==> src/spwc_pkg.sv <==
// Constants for the power and wake-up controller.
// Assumes a 100 MHz system clock and byte-wide special function registers.
package spwc_pkg;
  localparam int unsigned CLK_PERIOD_NS = 10;
  // Internal power-on pulse width and clock settle time, least times
  localparam int unsigned POR_PULSE_NS = 1000;
  localparam int unsigned CLK_SETTLE_NS = 200;
  localparam int unsigned POR_CYCLES =
    (POR_PULSE_NS + CLK_PERIOD_NS - 1) / CLK_PERIOD_NS;
  localparam int unsigned SETTLE_CYCLES =
    (CLK_SETTLE_NS + CLK_PERIOD_NS - 1) / CLK_PERIOD_NS;
  localparam int unsigned CNT_W = 8;

  // Register offsets
  localparam logic [7:0] PWR_CTRL_OFS = 8'h94;
  localparam logic [7:0] WAKE_STAT_OFS = 8'hEA;

  // Control register fields
  localparam int unsigned KEEP_BIT = 7;
  localparam int unsigned CLKSEL_BIT = 6;
  localparam int unsigned LF_RECEIVER_ENABLE_BIT = 5;

  // Status register fields
  localparam int unsigned ST_POR_BIT = 7;
  localparam int unsigned ST_LF_BIT = 5;
  localparam int unsigned ST_TMR1_BIT = 4;
  localparam int unsigned ST_HWRST_BIT = 3;
  localparam int unsigned ST_VALID_BIT = 2;
  localparam int unsigned ST_TMR2_BIT = 1;
  localparam int unsigned ST_XTAL_BIT = 0;

  // Status after power-on (flag bits only, crystal bit is live)
  localparam logic [7:0] STAT_POR_RST = 8'h3E;
  // Status reloaded at each power-off
  localparam logic [7:0] STAT_OFF_RST = 8'hBE;

  // Synchronised input lanes
  localparam int unsigned NSYNC = 6;
  localparam int unsigned SI_VREG = 0;
  localparam int unsigned SI_TMR = 1;
  localparam int unsigned SI_LF = 2;
  localparam int unsigned SI_ABS = 3;
  localparam int unsigned SI_XTAL = 4;
  localparam int unsigned SI_HWRST_N = 5;

  typedef enum logic [2:0] {
    ST_POR, ST_REG_START, ST_CLK_START, ST_RUN, ST_SLEEP
  } spwc_state_t;
endpackage

==> src/spwc_sync.sv <==
// Two-flop synchronisers, one lane per bit.
// Assumes each lane is a slow level from outside the clock domain.
`timescale 1ns/1ps
module spwc_sync #(
  parameter int unsigned N = 1
) (
  // Clock and reset
  input wire logic clk,
  input wire logic srst,
  // Lanes
  input wire logic [N-1:0] d,
  output logic [N-1:0] q
);
  genvar i;
  generate
    for (i = 0; i < N; i++) begin : g_lane
      logic meta_ff;
      logic out_ff;
      always_ff @(posedge clk) begin
        if (srst) begin
          meta_ff <= 1'b0;
          out_ff <= 1'b0;
        end else begin
          meta_ff <= d[i];
          out_ff <= meta_ff;
        end
      end
      assign q[i] = out_ff;
    end
  endgenerate
endmodule

==> src/spwc_wake_status.sv <==
// Wake-cause capture register.
// Assumes timer_rise and lf_wake are single-cycle pulses on the system clock.
`timescale 1ns/1ps
module spwc_wake_status
  import spwc_pkg::*;
(
  // Clock and reset
  input wire logic clk,
  input wire logic srst,
  // Session state
  input wire logic powering_off,
  input wire logic mcu_on,
  // Events
  input wire logic timer_rise,
  input wire logic timer_level,
  input wire logic lf_wake,
  input wire logic hw_reset_seen,
  input wire logic xtal_active,
  // Status
  output logic [7:0] status
);
  logic [7:0] flags_ff;
  logic [7:0] nxt_flags;

  always_comb begin
    nxt_flags = flags_ff;
    if (powering_off) begin
      nxt_flags = STAT_OFF_RST; // Flags live for one session only
    end else if (mcu_on) begin
      if (timer_rise) begin
        if (flags_ff[ST_TMR1_BIT]) begin
          nxt_flags[ST_TMR1_BIT] = 1'b0; // [RULE_12]
        end else begin
          nxt_flags[ST_VALID_BIT] = 1'b0; // [RULE_14]
          nxt_flags[ST_TMR2_BIT] = 1'b0;
        end
      end
    end else begin
      if (timer_rise) begin
        nxt_flags[ST_TMR1_BIT] = 1'b0; // [RULE_11]
        nxt_flags[ST_TMR2_BIT] = 1'b0;
      end
      if (lf_wake) begin
        nxt_flags[ST_LF_BIT] = 1'b0; // [RULE_11]
        // LF after the timer pulse fell gives back the first timer flag
        if (!timer_level && !timer_rise && !flags_ff[ST_TMR2_BIT]) begin
          nxt_flags[ST_TMR1_BIT] = 1'b1; // [RULE_13]
        end
      end
    end
    if (hw_reset_seen && !powering_off) begin
      nxt_flags[ST_HWRST_BIT] = 1'b0; // [RULE_09]
    end
  end

  // Captured flags change only on events; never on bus writes [RULE_22]
  always_ff @(posedge clk) begin
    if (srst) begin
      flags_ff <= STAT_POR_RST; // [RULE_09]
    end else begin
      flags_ff <= nxt_flags;
    end
  end

  always_comb begin
    status = flags_ff;
    status[ST_XTAL_BIT] = xtal_active; // [RULE_10]
  end
endmodule

==> src/spwc_system_power_wakeup_control.sv <==
// Power and wake-up sequencer with its two special function registers.
// Assumes srst models battery attach and the core strobes one SFR access
// per cycle; external status levels arrive asynchronously.
// Behaviour
// RULE_01: Internal power-on pulse precedes everything.
// RULE_02: Regulator first, clock on ready, then MCU.
// RULE_03: Wake only on POR, LF, or timer.
// RULE_04: LF wakes only after confirmed pattern match.
// RULE_05: Writing keep bit zero powers off next edge.
// RULE_06: Keep bit returns to one; events wake.
// RULE_07: Clock select one picks crystal, zero RC.
// RULE_08: LF receiver enable is single-shot, aborts without signal.
// RULE_09: Power-on and hardware-reset flags active low.
// RULE_10: Crystal flag reads one while crystal active.
// RULE_11: LF and timer wakes give defined codes.
// RULE_12: Timer during LF session clears bit four.
// RULE_13: LF near timer edges gives codes D, E.
// RULE_14: Second timer while on clears invalid flag.
// RULE_15: Firmware treats undefined codes as errors.
// RULE_16: Firmware handles LF before timer work.
// RULE_17: Periodic operation wakes from interval timer.
// RULE_18: Motion mode: timer wake, measure, maybe sleep.
// RULE_19: Only software requests sleep.
// RULE_20: Firmware starts crystal before selecting it.
// RULE_21: Status register is read-only.
// RULE_22: Wake flags hold until next power-off.
`timescale 1ns/1ps
module spwc_system_power_wakeup_control
  import spwc_pkg::*;
(
  // Clock and reset
  input wire logic clk,
  input wire logic srst,
  // Special function register port
  input wire logic [7:0] sfr_addr,
  input wire logic sfr_wr,
  input wire logic sfr_rd,
  input wire logic [7:0] sfr_wdata,
  output logic [7:0] sfr_rdata,
  // Analog and wake sources, asynchronous
  input wire logic regulator_ready,
  input wire logic timer_wake,
  input wire logic wake_by_lowfreq_trigger,
  input wire logic lf_signal_absent,
  input wire logic xtal_active,
  input wire logic hw_reset_n,
  // Sequencing outputs
  output logic por_pulse,
  output logic regulator_enable,
  output logic clock_enable,
  output logic mcu_run,
  output logic main_power_on,
  // Control outputs
  output logic main_clock_source_sel,
  output logic lf_receiver_enable
);
  import spwc_pkg::*;

  logic [NSYNC-1:0] sync_q;
  logic vreg_s, tmr_s, lf_s, abs_s, xtal_s, hwrst_n_s;
  logic tmr_prev_ff, lf_prev_ff, abs_prev_ff;
  logic timer_rise, lf_match, lf_absent;
  logic [7:0] status;

  spwc_sync #(.N(NSYNC)) u_sync (
    .clk(clk),
    .srst(srst),
    .d({hw_reset_n, xtal_active, lf_signal_absent,
        wake_by_lowfreq_trigger, timer_wake, regulator_ready}),
    .q(sync_q)
  );

  assign vreg_s = sync_q[SI_VREG];
  assign tmr_s = sync_q[SI_TMR];
  assign lf_s = sync_q[SI_LF];
  assign abs_s = sync_q[SI_ABS];
  assign xtal_s = sync_q[SI_XTAL];
  assign hwrst_n_s = sync_q[SI_HWRST_N];

  // Edge detection on synchronised levels
  always_ff @(posedge clk) begin
    if (srst) begin
      tmr_prev_ff <= 1'b0;
      lf_prev_ff <= 1'b0;
      abs_prev_ff <= 1'b0;
    end else begin
      tmr_prev_ff <= tmr_s;
      lf_prev_ff <= lf_s;
      abs_prev_ff <= abs_s;
    end
  end

  assign timer_rise = tmr_s && !tmr_prev_ff;
  // The LF detector only raises this after its pattern compare passes
  assign lf_match = lf_s && !lf_prev_ff; // [RULE_04]
  assign lf_absent = abs_s && !abs_prev_ff;

  // Sequencer
  spwc_state_t state_ff, nxt_state;
  logic [CNT_W-1:0] cnt_ff, nxt_cnt;
  logic keep_wr0;

  assign keep_wr0 = sfr_wr && (sfr_addr == PWR_CTRL_OFS) &&
                    !sfr_wdata[KEEP_BIT];

  always_comb begin
    nxt_state = state_ff;
    nxt_cnt = cnt_ff;
    unique case (state_ff)
      ST_POR: begin
        // Hold the internal reset for its full width [RULE_01]
        if (cnt_ff == CNT_W'(POR_CYCLES - 1)) begin
          nxt_state = ST_REG_START;
          nxt_cnt = '0;
        end else begin
          nxt_cnt = cnt_ff + 1'b1;
        end
      end
      ST_REG_START: begin
        if (vreg_s) begin
          nxt_state = ST_CLK_START; // [RULE_02]
          nxt_cnt = '0;
        end
      end
      ST_CLK_START: begin
        if (cnt_ff == CNT_W'(SETTLE_CYCLES - 1)) begin
          nxt_state = ST_RUN; // [RULE_02]
          nxt_cnt = '0;
        end else begin
          nxt_cnt = cnt_ff + 1'b1;
        end
      end
      ST_RUN: begin
        // Sleep is entered only on the software request [RULE_19]
        if (keep_wr0) begin
          nxt_state = ST_SLEEP; // [RULE_05]
        end
      end
      ST_SLEEP: begin
        if (timer_rise || lf_match) begin
          nxt_state = ST_REG_START; // [RULE_03] [RULE_17]
        end
      end
    endcase
  end

  always_ff @(posedge clk) begin
    if (srst) begin
      state_ff <= ST_POR;
      cnt_ff <= '0;
    end else begin
      state_ff <= nxt_state;
      cnt_ff <= nxt_cnt;
    end
  end

  // Sequencing outputs registered from the next state
  logic por_ff, reg_en_ff, clk_en_ff, run_ff, pwr_ff;

  always_ff @(posedge clk) begin
    if (srst) begin
      por_ff <= 1'b1;
      reg_en_ff <= 1'b0;
      clk_en_ff <= 1'b0;
      run_ff <= 1'b0;
      pwr_ff <= 1'b1;
    end else begin
      por_ff <= (nxt_state == ST_POR); // [RULE_01]
      reg_en_ff <= (nxt_state != ST_POR) && (nxt_state != ST_SLEEP);
      clk_en_ff <= (nxt_state == ST_CLK_START) || (nxt_state == ST_RUN);
      run_ff <= (nxt_state == ST_RUN); // [RULE_02]
      pwr_ff <= (nxt_state != ST_SLEEP); // [RULE_05]
    end
  end

  assign por_pulse = por_ff;
  assign regulator_enable = reg_en_ff;
  assign clock_enable = clk_en_ff;
  assign mcu_run = run_ff;
  assign main_power_on = pwr_ff;

  // Control register; the keep bit is zero only until sleep reloads it
  logic keep_ff, nxt_keep;
  logic clksel_ff, nxt_clksel;
  logic lf_receiver_enable_ff, nxt_lf_receiver_enable;
  logic powering_off;

  assign powering_off = (state_ff == ST_RUN) && keep_wr0;

  always_comb begin
    nxt_keep = keep_ff;
    nxt_clksel = clksel_ff;
    nxt_lf_receiver_enable = lf_receiver_enable_ff;
    if (state_ff == ST_SLEEP) begin
      nxt_keep = 1'b1; // [RULE_06]
      nxt_lf_receiver_enable = 1'b0;
    end else if (sfr_wr && (sfr_addr == PWR_CTRL_OFS)) begin
      nxt_keep = sfr_wdata[KEEP_BIT];
      nxt_clksel = sfr_wdata[CLKSEL_BIT]; // [RULE_07]
      nxt_lf_receiver_enable = sfr_wdata[LF_RECEIVER_ENABLE_BIT]; // [RULE_08]
    end else if (lf_receiver_enable_ff && (lf_match || lf_absent)) begin
      // One attempt only: ends on a hit or on silence
      nxt_lf_receiver_enable = 1'b0; // [RULE_08]
    end
  end

  always_ff @(posedge clk) begin
    if (srst) begin
      keep_ff <= 1'b1;
      clksel_ff <= 1'b0;
      lf_receiver_enable_ff <= 1'b0;
    end else begin
      keep_ff <= nxt_keep;
      clksel_ff <= nxt_clksel;
      lf_receiver_enable_ff <= nxt_lf_receiver_enable;
    end
  end

  assign main_clock_source_sel = clksel_ff; // [RULE_07]
  assign lf_receiver_enable = lf_receiver_enable_ff;

  // Wake-cause status
  spwc_wake_status u_status (
    .clk(clk),
    .srst(srst),
    .powering_off(powering_off),
    .mcu_on(state_ff == ST_RUN),
    .timer_rise(timer_rise),
    .timer_level(tmr_s),
    // LF during start-up still counts, so near-coincident codes form
    .lf_wake((state_ff != ST_RUN) && lf_match), // [RULE_13]
    .hw_reset_seen(!hwrst_n_s && (state_ff == ST_RUN)),
    .xtal_active(xtal_s),
    .status(status)
  );

  // Read path; write-only and unmapped addresses read zero
  logic [7:0] rdata_ff, nxt_rdata;

  always_comb begin
    nxt_rdata = 8'h00;
    // Writes to the status address reach nothing [RULE_21]
    if (sfr_rd && (sfr_addr == WAKE_STAT_OFS)) begin
      nxt_rdata = status;
    end
  end

  always_ff @(posedge clk) begin
    if (srst) begin
      rdata_ff <= 8'h00;
    end else begin
      rdata_ff <= nxt_rdata;
    end
  end

  assign sfr_rdata = rdata_ff;
endmodule

==> config.mk <==
export PLATFORM = sky130hd
export DESIGN_NAME = spwc_system_power_wakeup_control
export DESIGN_NICKNAME = d
export VERILOG_FILES = /design/src/spwc_pkg.sv /design/src/spwc_sync.sv /design/src/spwc_wake_status.sv /design/src/spwc_system_power_wakeup_control.sv
export SDC_FILE = /design/constraint.sdc
export NUM_CORES = 1
export LEC_CHECK = 0
export BUFFER_PORTS_ARGS = -buffer_cell sky130_fd_sc_hd__buf_2
export CELL_PAD_IN_SITES_DETAIL_PLACEMENT = 1
export CELL_PAD_IN_SITES_GLOBAL_PLACEMENT = 2
export CORE_MARGIN = 10
export CORE_UTILIZATION = 32
export DETAILED_ROUTE_END_ITERATION = 6
export PLACE_DENSITY_LB_ADDON = 0.2
export SLEW_MARGIN = 40
export SYNTH_ARGS = -nofsm -noshare
export SYNTH_HDL_FRONTEND = slang
export SYNTH_SLANG_ARGS = --single-unit
==> constraint.sdc <==
create_clock -name clk -period 2.1 [get_ports clk]
set_input_delay 0 -clock clk [delete_from_list [all_inputs] [get_ports clk]]
set_output_delay 0 -clock clk [all_outputs]
set_load 0.05 [all_outputs]
==> impl_metrics.csv <==
group,metric,value,unit
clock_tree,postCtsSetupBuffers,0,
floorplan,num_io_pins,41,
layout,layout_common_cells,"dfxtp_1 (46), buf_2 (34), nor2b_1 (15)",
layout,design_area,0.00222,sq mm
drt,ant_nets,0,
place,port_buffers,34,
power_and_ir_drop,powerDensity,747,mW/mm^2
drt,drc,0,
flow_run,maxCapViolations,0,
worst_hold_path,hold_path.class,"input port to register",
drt,routed_wirelength,4100,um
logic_synthesis,yosysTopAreaCell,"dfxtp_1",
setup_path,critPathArrivalTime,2110,ps
global_routing,grt_max_degree,16,
drt,num_vias,1426,
logic_synthesis,syn_inst,179,
sta,hold_violations,0,
layout,final_util,0.406,
global_routing,antenna_found_initial,0,
place,hpwl,3210,um
sta,relSlewSlack,0.662,
logic_synthesis,synth.ff_latch_count,46,
global_routing,grt_pass1_vias,1499,
drt,routed_via_density,4.82,
clock_tree,numCtsBuffers,5,
floorplan,row_count,27,
layout,fin_cells,296,
logic_synthesis,synth_top_area_frac,0.514,
power_and_ir_drop,irDropWorstVdd,356,uV
drt,drtPass1Iterations,4,
floorplan,design.core.area,0.00547,sq mm
global_routing,grt.total_usage,0.0955,
sta,drv_slew,0,
sta,finalSetupViolations,0,
logic_synthesis,ys_types,46,
setup_path,path_class,"register to register",
sta,tns,0,ps
clock_tree,ctsRootBufferMaster,"clkbuf_8",
sta,tightestPinTransition,508,ps
layout,area.growth.synth_to_final,24.0,%
logic_synthesis,synth_nets,206,
power_and_ir_drop,p_leak,0.916,nW
drt,drt_iter0_markers,41,
place,post_dp_cell_area,0.00204,sq mm
floorplan,initial_core_util,0.327,
floorplan,die_area,0.00899,sq mm
clock_tree,postCtsResizedCells,0,
clock_tree,cts.clk_slew.worst_paths,80,ps
logic_synthesis,synthTopCellsByArea,"dfxtp_1 (51%), nor2b_1 (5.2%), and2_1 (2.8%)",
setup_path,cp.required,2270,ps
clock_tree,htree_levels,2,
logic_synthesis,synth.avg_cell_area,10.0,sq um
clock_tree,cts.path.max_buffers,2,
sta,fin_skew,4.89,ps
sta,max_freq,516,MHz
layout,final_common_cell,"dfxtp_1",
drt,wire_per_inst,13.9,um
floorplan,die_h,94.8,um
place,dp_cells,282,
clock_tree,cts_tree,"done",
logic_synthesis,synth-seq-area-share,0.514,
global_routing,grt_pass1_wl,6830,um
setup_path,worst_setup_path_start_kind,"register",
layout,final_nets,251,
setup_path,cp-end-kind,"register",
sta,period_minus_slack,1940,ps
logic_synthesis,ys_warn_count,0,
clock_tree,clock_latency,290,ps
floorplan,dieWidth,94.8,um
outcome,status,"complete, no violations",
global_routing,grt_overflow,0,
clock_tree,clock-sinks,46,
layout,layout-drive-gt1-share,0.254,
logic_synthesis,syn_area,0.00179,sq mm
setup_path,cp_max_fo,4,
power_and_ir_drop,power.total,1.66,mW
sta,final_min_period_over_clock_period,0.923,
layout,num_antenna_cells,0,
place,gp_congestion,0.773,
sta,rsz0062_at_grt,"false",
[per-layer routing]
metal,track usage,part of all wire,vias to the layer above
li1,-,-,703
met5,0,0,-
met4,0.0449,0.024,0
met1,0.0992,0.42,683
met2,0.170,0.51,29
met3,0.0309,0.050,11
[sequential cells by signal (all words and copies together), names as in the netlist, 3 cells and up]
signal and flops:
sfr_rdata 7, u_sync.g_lane.out_ff 6, cnt_ff 8, state_ff 3, u_sync.g_lane.meta_ff 6, u_status.flags_ff 6
[per-stage QoR]
step,hold slack [ps],setup slack [ps]
3_3_place_gp,209,240
5_1_grt,47.3,50.4
2_1_floorplan,71.6,346
6_report,26.6,162
3_5_place_dp,215,152
4_1_cts,16.8,117
[critical path: stages (launching register included)]
cell       delay, ps
dfxtp_1          380
ha_1             210
or4b_4           520
nor3_4           250
a2bb2oi_2        210
and2_4           200
a21oi_2           60
[what timing repair did]
item	CTS	global route
endpoints found under the setup margin	0	0
hold endpoints to repair	7	0
hold buffers	7	0
[power by group]
group | internal [mW] | switching [mW] | leakage [nW]
clock network | 0.381 | 0.285 | 0.0573
registers | 0.892 | 0.0112 | 0.375
logic | 0.0468 | 0.0431 | 0.484
[Yosys cell counts, drive strengths merged]
cell type and number:
a211o 2, a211oi 2, a21o 1, a21oi 11, a2bb2oi 1, a311oi 1, a31o 1, a41oi 1
and2 9, and3 1, and3b 1, and4 3, buf 4, clkbuf 2, conb 1, dfxtp 46
ha 1, inv 7, mux2i 4, nand2 12, nand2b 4, nand3 4, nand4 1, nand4b 1
nor2 12, nor2b 15, nor3 3, nor3b 3, nor4bb 3, o21ai 6, o311a 1, o31a 1
o31ai 1, o32ai 1, or2 2, or3 3, or4b 1, xnor2 3, xor2 3
[cell families (layout without fill, tap and decap cells)]
kind of cell,count (synthesis),count (layout),share of synthesized area
multiplexers,4,4,0.0223
AND/OR/NAND/NOR,78,78,0.265
AO/OA/AOI/OAI,30,30,0.125
buffers and inverters,13,58,0.0349
XOR/XNOR,6,6,0.0293
adder cells (fa/ha/maj),1,1,0.00698
flip-flops,46,46,0.514
other,1,1,0.00209
[cell type report]
cell class	instances	area, sq um
multi-input cells	120	808
fillers	660	3250
repair buffers	44	263
clock buffers	6	82.6
inverters	7	26.3
clock inverters	1	30.0
well taps	72	90.1
flip-flops and latches	46	921
[final timing paths]
kind	from	endpoint	slack, ps	cells past startpoint
min	sfr_wdata[7]	u_status.flags_ff[7]	30	3
max reg2reg	cnt_ff[0]	regulator_enable	160	6
min reg2reg	u_sync.g_lane[4].meta_ff	u_sync.g_lane[4].out_ff	440	1
max	cnt_ff[0]	regulator_enable	160	6
Power figures use the tool's default switching activity.
